## src/hw/pulse_timer_defines.svh

```systemverilog
// register map, field positions, reset values and codes of the pulse timer control
`ifndef PULSE_TIMER_DEFINES_SVH
`define PULSE_TIMER_DEFINES_SVH
// ---------------------------------------------------------------
// register offsets
// ---------------------------------------------------------------
`define OFS_SHARED 8'h01
`define OFS_WIDE_CTL 8'h02
`define OFS_RELOAD_HI 8'h03
`define OFS_RELOAD_LO 8'h04
`define OFS_PORT_OUT 8'h05
// ---------------------------------------------------------------
// shared control fields
// ---------------------------------------------------------------
`define B_MODE 7
`define B_PINSEL 6
`define B_LOGIC_HI 5
`define B_LOGIC_LO 4
`define B_SUB_HI 3
`define B_SUB_LO 2
`define B_INIT8 1
`define B_INIT16 0
`define B_PORT 0
// ---------------------------------------------------------------
// wide timer control fields
// ---------------------------------------------------------------
`define B_W_ENABLE 7
`define B_W_CAPIE 6
`define B_W_FLAG 5
`define B_W_PRE_HI 3
`define B_W_PRE_LO 2
`define B_W_IE 1
`define B_W_SINGLE 0
`define W_STORE_MASK 8'h4F
// ---------------------------------------------------------------
// reset values and codes
// ---------------------------------------------------------------
`define SHARED_RST 8'h00
`define WIDE_RST 8'h00
`define RELOAD_RST 8'h00
`define RDATA_IDLE 8'h00
`define SUB_NORMAL 2'h0
`define SUB_PINGPONG 2'h1
`define SUB_FORCE0 2'h2
`define EDGE_FALL 2'h0
`define EDGE_RISE 2'h1
`define EDGE_BOTH 2'h2
`define FLT_NONE 2'h0
`define FLT_SHORT 2'h1
`define FLT_LONG 2'h2
`define FLT_SHORT_CYC 4'h4
`define FLT_LONG_CYC 4'h8
`define PRE_DIV2 2'h1
`define PRE_DIV4 2'h2
`define PRE_M1 3'h0
`define PRE_M2 3'h1
`define PRE_M4 3'h3
`define PRE_M8 3'h7
`define CNT_ONE 16'h0001
`define CNT_ZERO 16'h0000
`endif

```

## src/hw/pulse_timer_pkg.sv

```systemverilog
// types shared by the pulse timer modules
package pulse_timer_pkg;
	typedef enum logic [1:0] {COMB_AND, COMB_OR, COMB_NOR, COMB_NAND} combine_t;
	typedef enum logic {MODE_XMIT, MODE_DEMOD} mode_t;
	typedef enum logic {CNT_IDLE, CNT_RUN} cnt_state_t;
endpackage

```

## src/hw/timer_link_if.sv

```systemverilog
// signals between the control block, the wide counter and the input filter
`timescale 1ns/10ps
interface timer_link_if;
	logic start;
	logic stop;
	logic single;
	logic [15:0] reload;
	logic [1:0] pre_sel;
	logic running;
	logic timeout;
	logic [15:0] count;
	logic raw;
	logic [1:0] flt_sel;
	logic level;
	modport ctl(output start, stop, single, reload, pre_sel, raw, flt_sel,
		input running, timeout, count, level);
	modport cnt(input start, stop, single, reload, pre_sel, output running, timeout, count);
	modport flt(input raw, flt_sel, output level);
endinterface

```

## src/hw/wide_counter.sv

```systemverilog
// sixteen-bit down counter with prescaler, reload and single-pass stop
`timescale 1ns/10ps
`include "pulse_timer_defines.svh"
module wide_counter import pulse_timer_pkg::*; (
	input wire logic clk,
	input wire logic resetn,
	timer_link_if.cnt lk
);
	cnt_state_t state_ff;
	logic [2:0] pre_ff;
	logic [15:0] count_ff;
	wire [2:0] pre_mask;
	wire tick;
	wire at_end;

	// ---------------------------------------------------------------
	// prescaler tick decode
	// ---------------------------------------------------------------
	assign pre_mask = (lk.pre_sel == `FLT_NONE) ? `PRE_M1 :
		(lk.pre_sel == `PRE_DIV2) ? `PRE_M2 :
		(lk.pre_sel == `PRE_DIV4) ? `PRE_M4 : `PRE_M8;
	assign tick = (state_ff == CNT_RUN) && ((pre_ff & pre_mask) == pre_mask);
	assign at_end = tick && (count_ff <= `CNT_ONE);
	assign lk.timeout = at_end;
	assign lk.running = (state_ff == CNT_RUN);
	assign lk.count = count_ff;

	// load, count down, reload or stop
	always_ff @(posedge clk or negedge resetn) begin
		if (!resetn) begin
			state_ff <= CNT_IDLE;
			pre_ff <= `PRE_M1;
			count_ff <= `CNT_ZERO;
		end else if (lk.start) begin
			state_ff <= CNT_RUN;
			pre_ff <= `PRE_M1;
			count_ff <= lk.reload;
		end else begin
			unique case (state_ff)
				CNT_IDLE: begin
					pre_ff <= `PRE_M1;
				end
				CNT_RUN: begin
					pre_ff <= pre_ff + 3'h1;
					if (lk.stop) begin
						state_ff <= CNT_IDLE;
					end else if (at_end && lk.single) begin
						state_ff <= CNT_IDLE;
						count_ff <= `CNT_ZERO;
					end else if (at_end) begin
						count_ff <= lk.reload;
					end else if (tick) begin
						count_ff <= count_ff - `CNT_ONE;
					end
				end
			endcase
		end
	end
endmodule

```

## src/hw/glitch_filter.sv

```systemverilog
// demodulator input synchroniser and selectable glitch filter
`timescale 1ns/10ps
`include "pulse_timer_defines.svh"
module glitch_filter (
	input wire logic clk,
	input wire logic resetn,
	timer_link_if.flt lk
);
	logic sync1_ff;
	logic sync2_ff;
	logic level_ff;
	logic [3:0] run_ff;
	wire [3:0] need;
	wire differs;

	// ---------------------------------------------------------------
	// filter length decode
	// ---------------------------------------------------------------
	assign need = (lk.flt_sel == `FLT_SHORT) ? `FLT_SHORT_CYC : `FLT_LONG_CYC;
	assign differs = (sync2_ff != level_ff);
	assign lk.level = level_ff;

	// two-stage synchroniser for the pin
	always_ff @(posedge clk or negedge resetn) begin
		if (!resetn) begin
			sync1_ff <= 1'b0;
			sync2_ff <= 1'b0;
		end else begin
			sync1_ff <= lk.raw;
			sync2_ff <= sync1_ff;
		end
	end

	// with the short or long filter a new level must persist the full length before it is taken; otherwise it passes straight
	always_ff @(posedge clk or negedge resetn) begin
		if (!resetn) begin
			level_ff <= 1'b0;
			run_ff <= 4'h0;
		end else if (lk.flt_sel == `FLT_NONE || lk.flt_sel == 2'h3) begin
			level_ff <= sync2_ff;
			run_ff <= 4'h0;
		end else if (!differs) begin
			run_ff <= 4'h0;
		end else if (run_ff + 4'h1 >= need) begin
			level_ff <= sync2_ff;
			run_ff <= 4'h0;
		end else begin
			run_ff <= run_ff + 4'h1;
		end
	end
endmodule

```

## src/hw/pulse_timer_common_control.sv

```systemverilog
// shared control of the eight- and sixteen-bit pulse timers
`timescale 1ns/10ps
`include "pulse_timer_defines.svh"
module pulse_timer_common_control import pulse_timer_pkg::*; (
	input wire logic clk,
	input wire logic resetn,
	input wire logic [7:0] addr,
	input wire logic [7:0] wdata,
	input wire logic wr,
	input wire logic rd,
	output logic [7:0] rdata,
	input wire logic narrow_timer_run,
	input wire logic narrow_timer_level,
	input wire logic comparator_demod_pin,
	input wire logic alternate_demod_pin,
	input wire logic global_int_enable,
	output logic combined_output_pin,
	output logic narrow_timer_output,
	output logic wide_timer_output,
	output logic wide_timeout_irq,
	output logic ping_pong_active,
	output logic ping_pong_handoff,
	output logic demod_rise_event,
	output logic demod_fall_event,
	output logic demod_mode
);
	// ---------------------------------------------------------------
	// state
	// ---------------------------------------------------------------
	logic [7:0] shared_ff;
	logic [7:0] wide_ctl_ff;
	logic [7:0] reload_hi_ff;
	logic [7:0] reload_lo_ff;
	logic port_out_ff;
	logic timeout_flag_ff;
	logic rise_flag_ff;
	logic fall_flag_ff;
	logic prev_level_ff;
	logic wide_lvl_ff;
	logic pingpong_ff;
	logic [7:0] rdata_ff;
	logic pin_ff;
	logic narrow_out_ff;
	logic wide_out_ff;
	logic irq_ff;
	logic handoff_ff;
	logic rise_ev_ff;
	logic fall_ev_ff;

	timer_link_if lk();

	wide_counter u_counter (
		.clk(clk),
		.resetn(resetn),
		.lk(lk.cnt)
	);

	glitch_filter u_filter (
		.clk(clk),
		.resetn(resetn),
		.lk(lk.flt)
	);

	// ---------------------------------------------------------------
	// field decode
	// ---------------------------------------------------------------
	wire mode_t mode = mode_t'(shared_ff[`B_MODE]);
	wire xmit = (mode == MODE_XMIT);
	wire demod = (mode == MODE_DEMOD);
	wire pinsel = shared_ff[`B_PINSEL];
	wire [1:0] logic_fld = shared_ff[`B_LOGIC_HI:`B_LOGIC_LO];
	wire [1:0] sub_fld = shared_ff[`B_SUB_HI:`B_SUB_LO];
	wire init8 = shared_ff[`B_INIT8];
	wire init16 = shared_ff[`B_INIT16];
	wire sub_run = !sub_fld[1]; // normal or ping-pong
	wire sub_force = xmit && sub_fld[1];

	// bus strobes per register
	wire wr_shared = wr && (addr == `OFS_SHARED);
	wire wr_wide = wr && (addr == `OFS_WIDE_CTL);
	wire wr_hi = wr && (addr == `OFS_RELOAD_HI);
	wire wr_lo = wr && (addr == `OFS_RELOAD_LO);
	wire wr_port = wr && (addr == `OFS_PORT_OUT);

	// ---------------------------------------------------------------
	// wide counter control
	// ---------------------------------------------------------------
	assign lk.start = wr_wide && wdata[`B_W_ENABLE] && !lk.running;
	assign lk.stop = wr_wide && !wdata[`B_W_ENABLE];
	assign lk.single = wide_ctl_ff[`B_W_SINGLE];
	assign lk.reload = {reload_hi_ff, reload_lo_ff};
	assign lk.pre_sel = wide_ctl_ff[`B_W_PRE_HI:`B_W_PRE_LO];

	// ---------------------------------------------------------------
	// demodulator input path
	// ---------------------------------------------------------------
	assign lk.raw = pinsel ? alternate_demod_pin : comparator_demod_pin;
	assign lk.flt_sel = demod ? sub_fld : `FLT_NONE;

	// edge detection on the filtered level
	wire lvl_rise = lk.level && !prev_level_ff;
	wire lvl_fall = !lk.level && prev_level_ff;
	wire rise_en = demod && (logic_fld == `EDGE_RISE || logic_fld == `EDGE_BOTH);
	wire fall_en = demod && (logic_fld == `EDGE_FALL || logic_fld == `EDGE_BOTH);
	wire rise_set = rise_en && lvl_rise;
	wire fall_set = fall_en && lvl_fall;
	wire rise_clr = wr_shared && demod && wdata[`B_INIT8];
	wire fall_clr = wr_shared && demod && wdata[`B_INIT16];

	// flags: a new edge wins over a clear in the same cycle
	wire nxt_rise_flag = rise_set || (rise_flag_ff && !rise_clr);
	wire nxt_fall_flag = fall_set || (fall_flag_ff && !fall_clr);
	wire tclr = wr_wide && wdata[`B_W_FLAG];
	wire nxt_timeout_flag = lk.timeout || (timeout_flag_ff && !tclr);

	// ---------------------------------------------------------------
	// output generation
	// ---------------------------------------------------------------
	wire nxt_narrow_out = narrow_timer_run ? narrow_timer_level : !init8;
	wire nxt_wide_out = sub_force ? sub_fld[0] :
		lk.running ? wide_lvl_ff : !init16;
	wire combine_t comb_sel = combine_t'(logic_fld);
	wire both_and = narrow_out_ff && wide_out_ff;
	wire both_or = narrow_out_ff || wide_out_ff;
	wire comb_out = (comb_sel == COMB_AND) ? both_and :
		(comb_sel == COMB_OR) ? both_or :
		(comb_sel == COMB_NOR) ? !both_or : !both_and;
	wire nxt_pin = (xmit && pinsel) ? comb_out : port_out_ff;
	wire wide_toggle = xmit && sub_run && lk.timeout;
	wire nxt_irq = lk.timeout && wide_ctl_ff[`B_W_IE] && global_int_enable;

	// ping-pong runs while its code was last written in transmit mode
	wire pp_write = wr_shared && !wdata[`B_MODE];
	wire nxt_pingpong = pp_write ? (wdata[`B_SUB_HI:`B_SUB_LO] == `SUB_PINGPONG) :
		(pingpong_ff && xmit);

	// ---------------------------------------------------------------
	// read mux
	// ---------------------------------------------------------------
	wire [7:0] shared_rd = {shared_ff[`B_MODE:`B_SUB_LO],
		demod ? rise_flag_ff : init8, demod ? fall_flag_ff : init16};
	wire [7:0] wide_rd = (wide_ctl_ff & `W_STORE_MASK) |
		({7'h00, lk.running} << `B_W_ENABLE) |
		({7'h00, timeout_flag_ff} << `B_W_FLAG);
	wire [7:0] rd_mux = (addr == `OFS_SHARED) ? shared_rd :
		(addr == `OFS_WIDE_CTL) ? wide_rd :
		(addr == `OFS_RELOAD_HI) ? reload_hi_ff :
		(addr == `OFS_RELOAD_LO) ? reload_lo_ff :
		(addr == `OFS_PORT_OUT) ? {7'h00, port_out_ff} : `RDATA_IDLE;
	wire [7:0] nxt_rdata = rd ? rd_mux : `RDATA_IDLE;

	// shared control: the initial-level bits are written only in transmit mode and keep their value in demodulation mode
	wire [7:0] nxt_shared = demod ?
		{wdata[`B_MODE:`B_SUB_LO], shared_ff[`B_INIT8:`B_INIT16]} : wdata;

	// ---------------------------------------------------------------
	// software registers
	// ---------------------------------------------------------------
	always_ff @(posedge clk or negedge resetn) begin
		if (!resetn) begin
			shared_ff <= `SHARED_RST;
			wide_ctl_ff <= `WIDE_RST;
			reload_hi_ff <= `RELOAD_RST;
			reload_lo_ff <= `RELOAD_RST;
			port_out_ff <= 1'b0;
		end else begin
			if (wr_shared) shared_ff <= nxt_shared;
			if (wr_wide) wide_ctl_ff <= wdata & `W_STORE_MASK;
			if (wr_hi) reload_hi_ff <= wdata;
			if (wr_lo) reload_lo_ff <= wdata;
			if (wr_port) port_out_ff <= wdata[`B_PORT];
		end
	end

	// event flags and edge history
	always_ff @(posedge clk or negedge resetn) begin
		if (!resetn) begin
			rise_flag_ff <= 1'b0;
			fall_flag_ff <= 1'b0;
			timeout_flag_ff <= 1'b0;
			prev_level_ff <= 1'b0;
		end else begin
			rise_flag_ff <= nxt_rise_flag;
			fall_flag_ff <= nxt_fall_flag;
			timeout_flag_ff <= nxt_timeout_flag;
			prev_level_ff <= lk.level;
		end
	end

	// wide timer running level and ping-pong state
	always_ff @(posedge clk or negedge resetn) begin
		if (!resetn) begin
			wide_lvl_ff <= 1'b0;
			pingpong_ff <= 1'b0;
		end else begin
			if (lk.start) wide_lvl_ff <= init16;
			else if (wide_toggle) wide_lvl_ff <= !wide_lvl_ff;
			pingpong_ff <= nxt_pingpong;
		end
	end

	// registered outputs
	always_ff @(posedge clk or negedge resetn) begin
		if (!resetn) begin
			rdata_ff <= `RDATA_IDLE;
			pin_ff <= 1'b0;
			narrow_out_ff <= 1'b1;
			wide_out_ff <= 1'b1;
			irq_ff <= 1'b0;
			handoff_ff <= 1'b0;
			rise_ev_ff <= 1'b0;
			fall_ev_ff <= 1'b0;
		end else begin
			rdata_ff <= nxt_rdata;
			pin_ff <= nxt_pin;
			narrow_out_ff <= nxt_narrow_out;
			wide_out_ff <= nxt_wide_out;
			irq_ff <= nxt_irq;
			handoff_ff <= lk.timeout && pingpong_ff;
			rise_ev_ff <= rise_set;
			fall_ev_ff <= fall_set;
		end
	end

	assign rdata = rdata_ff;
	assign combined_output_pin = pin_ff;
	assign narrow_timer_output = narrow_out_ff;
	assign wide_timer_output = wide_out_ff;
	assign wide_timeout_irq = irq_ff;
	assign ping_pong_active = pingpong_ff;
	assign ping_pong_handoff = handoff_ff;
	assign demod_rise_event = rise_ev_ff;
	assign demod_fall_event = fall_ev_ff;
	assign demod_mode = demod;
endmodule

```

## config.mk

```make
export PLATFORM = sky130hd
export DESIGN_NAME = pulse_timer_common_control
export DESIGN_NICKNAME = d
export VERILOG_FILES = /design/src/hw/pulse_timer_pkg.sv /design/src/hw/timer_link_if.sv /design/src/hw/wide_counter.sv /design/src/hw/glitch_filter.sv /design/src/hw/pulse_timer_common_control.sv
export VERILOG_INCLUDE_DIRS = /design/src /design/src/hw
export SDC_FILE = /design/constraint.sdc
export NUM_CORES = 1
export LEC_CHECK = 0
export BUFFER_PORTS_ARGS = -buffer_cell sky130_fd_sc_hd__buf_2
export CELL_PAD_IN_SITES_DETAIL_PLACEMENT = 1
export CELL_PAD_IN_SITES_GLOBAL_PLACEMENT = 1
export CORE_MARGIN = 10
export CORE_UTILIZATION = 45
export CTS_CLUSTER_DIAMETER = 120
export DETAILED_ROUTE_END_ITERATION = 12
export HOLD_SLACK_MARGIN = 0.02
export PLACE_DENSITY_LB_ADDON = 0.2
export SLEW_MARGIN = 20
export SYNTH_ARGS = -nofsm -noshare
export SYNTH_HDL_FRONTEND = slang
export SYNTH_HIERARCHICAL = 1
export SYNTH_SLANG_ARGS = --single-unit
```

## constraint.sdc

```tcl
create_clock -name clk -period 2.7 [get_ports clk]
set_input_delay 0.135 -clock clk [delete_from_list [all_inputs] [get_ports clk]]
set_output_delay 0.135 -clock clk [all_outputs]
set_load 0.005 [all_outputs]
```

==> out/metrics.cfg <==
[yosys]
synth_compound_area_share_pct = 15.9
ys_types = 64
ys_seq_area_share_pct = 48.2
synth_edf_count = 0
postSynthCellCount = 376
synth_top_family_by_area = simple AND/OR/NAND/NOR gates
netlist_top_cells_area = dfrtp_1, mux2_2, ha_1, o21ai_0, nand2_1
syn-cell-area_sq_um = 4060
synthMuxAreaShare_pct = 10.2
synthArstFlopShare_pct = 100
yosysTopAreaCellShare_pct = 46.9
synth_area_per_cell_sq_um = 10.8
synth_area_leader_cell = dfrtp_1
synth-simple-area-share_pct = 17.0
synthXorXnorAreaFrac_pct = 2.16
synth_warnings = 6
synthesis.nets = 411
synth_ff_type = dfrtp_1
ys_seq_elements = 78
synthAdderAreaFrac_pct = 3.08

[worst_setup_path]
path_class = reg2reg
crit_chain = or3_4, nand2b_4, or3_1, o31ai_4, buf_4, o2bb2ai_1, a31o_1
crit_path_start_kind = flop
crit_path_end_kind = flop
r2r_slack_ns = 0.30
critPathMaxFanout = 12
worstRegToRegCells = 7
arrival_ns = 2.68
worstPathRequired_ns = 2.98
worstReg2RegEnd = u_counter/lk.count[5]
reg2reg_from = u_counter/lk.count[8]
max_stage_delay_ns = 0.51
crit_slowest_cell = or3_1

[placement]
placedCellCount = 526
dp_hpwl_um = 8300
portBuffers = 41
gp_congestion = 0.833

[cells_and_area]
multiInputGateArea_sq_um = 1970
n_antenna_cell = 0
seq_area_sq_um = 1950
finalNonFillerCells = 548
final_cell_mix = dfrtp_1, buf_2, mux2_2
drive_gt1_share_pct = 28.0
fillers = 990
layout_commonest_cell = dfrtp_1
synthToLayoutAreaGrowth_pct = 15.6
fin_nets = 470

[grt]
use_met1_pct = 23.5
grtUsageMet3_pct = 3.44
grt_max_degree = 79
grt-busiest-layer = met2
antenna_found_initial = 0
grt_overflow_total = 0
grt_pass1_vias = 3505
grt_use_met2_pct = 29.6
grt_first_pass_wirelength_um = 18700
grt_usage_pct = 17.9

[power]
power_density_nw_per_um2 = 576
vdd_drop_max_uv = 391
p_total_mw = 2.70
p_leak_nw = 2.21

[sta]
maxSlewViolCount = 0
period_minus_slack_ns = 2.40
hold_violations = 0
rsz0062_at_grt = no
setup_tns_ns = 0
final.period_utilization_pct = 88.7
finalSetupViolations = 0
finalClockSkew_ns = 0.0157
worst_pin_slew_ns = 0.743
relSlewSlack_pct = 50.1
max_freq_mhz = 418

[detailed_routing]
first_pass_iters = 4
wire_per_inst_um = 20.7
drt_iter0_drc = 150
route.antenna.remaining_nets = 0
viasPerCell = 5.88
drc_errors = 0
wirelength_um = 11300
routed-via-count = 3220

[die]
die_h_um = 115
core_area_sq_um = 8760
initial_core_util_pct = 46.3
die_w_um = 115
pin_count = 42
dieArea_sq_um = 13200
num_rows = 34

[flow_run]
max-cap-violations = 0

[clock_network]
clockBufferDepth = 2
cts_buffers = 9
path_clk_slew_ns = 0.09
cts_num_sinks = 78
h-tree-depth = 3
tritoncts = yes
cts-root-buf = clkbuf_8
clk_latency_ns = 0.35

[hold_path]
min_to = shared_ff[4]
hp-class = in2reg
min_path_cells = 3
hold_start = wdata[4]

[status]
status = completed

state kept, by name, summed over array words and instances, names as in the netlist, 3 cells and up:
name                flops
rdata                   8
wide_ctl_ff             5
u_filter/run_ff         4
reload_hi_ff            8
shared_ff               8
reload_lo_ff            8
u_counter/pre_ff        3
u_counter/lk.count     16
power breakdown:
group	leakage, nW	total [mW]	internal, mW	switching, mW
combinational	1.08	0.521	0.242	0.279
sequential	1.05	1.38	1.26	0.118
clock	0.0793	0.802	0.339	0.463
total	2.21	2.70	1.84	0.861
synth_stat cells, types with 6 or more instances:
master,instances
dfrtp_1,76
mux2_2,31
nand2_1,30
nor2_1,26
o21ai_0,23
a21oi_1,16
inv_1,14
clkbuf_1,10
ha_1,10
a221o_1,7
nand2b_1,7
xnor2_1,7
nand3_1,6
nor2b_1,6
nor3_1,6
o22a_1,6
what timing repair did:
action / in CTS / in global routing
hold buffers: 5 / 0
hold endpoints to repair: 78 / 0
gates resized for setup: 0 / 0
setup buffers: 0 / 0
endpoints found under the setup margin: 0 / 0
per-stage QoR:
stage	hold WS, ns	cell area, sq um	worst slack (ns)	utilization, %
2_1_floorplan	-0.161	4060	0.0888	-
3_3_place_gp	0.315	4440	0.220	50.7
3_5_place_dp	0.320	4440	0.115	50.7
4_1_cts	0.0324	4670	0.309	53.2
5_1_grt	0.0446	4690	0.190	53.6
6_report	0.0458	4690	0.305	53.6
final cells by class:
| type | count | share of cell area, % |
|---|---|---|
| multi-input combinational | 268 | 41.9 |
| inverter | 14 | 1.12 |
| tap | 108 | 2.88 |
| timing repair buffer | 64 | 8.80 |
| clock inverter | 6 | 0.960 |
| clock buffer | 10 | 2.72 |
| sequential | 78 | 41.6 |
worst max-delay path: cells and delay by family, from the launching register on:
kind,cells,cell delay [ns]
and+or+nand+nor,3,1.11
AOI/OAI and AO/OA,3,0.52
DFF,1,0.46
buffers and inverters,1,0.23
how the worst max path moves through the flow:
stage          cells past startpoint                  start                     end  slack (ns)
2_1_floorplan                     11                addr[2]   u_counter/lk.count[3]        0.09
3_3_place_gp                       9                addr[2]  u_counter/lk.count[10]        0.22
3_5_place_dp                       9                addr[2]   u_counter/lk.count[0]        0.11
4_1_cts                            7  u_counter/lk.count[8]   u_counter/lk.count[5]        0.31
5_1_grt                            7  u_counter/lk.count[8]   u_counter/lk.count[5]        0.19
6_report                           7  u_counter/lk.count[8]   u_counter/lk.count[5]        0.30
layer usage:
| metal | wire length (um) | up-vias |
|---|---|---|
| met3 | 513 | 10 |
| met5 | 0 | - |
| li1 | - | 1484 |
| met1 | 5020 | 1664 |
| met4 | 133 | 0 |
| met2 | 5650 | 62 |
cells by family (layout without fill, tap and decap cells):
kind of cell,after synthesis,in the layout
adders and majority gates,10,10
and+or+nand+nor,119,119
DFF,78,78
AOI/OAI and AO/OA,92,92
xor gates and xnor gates,10,10
buffers and inverters,30,94
muxes,37,37
Note: power is estimated with default switching activity, not from simulation.
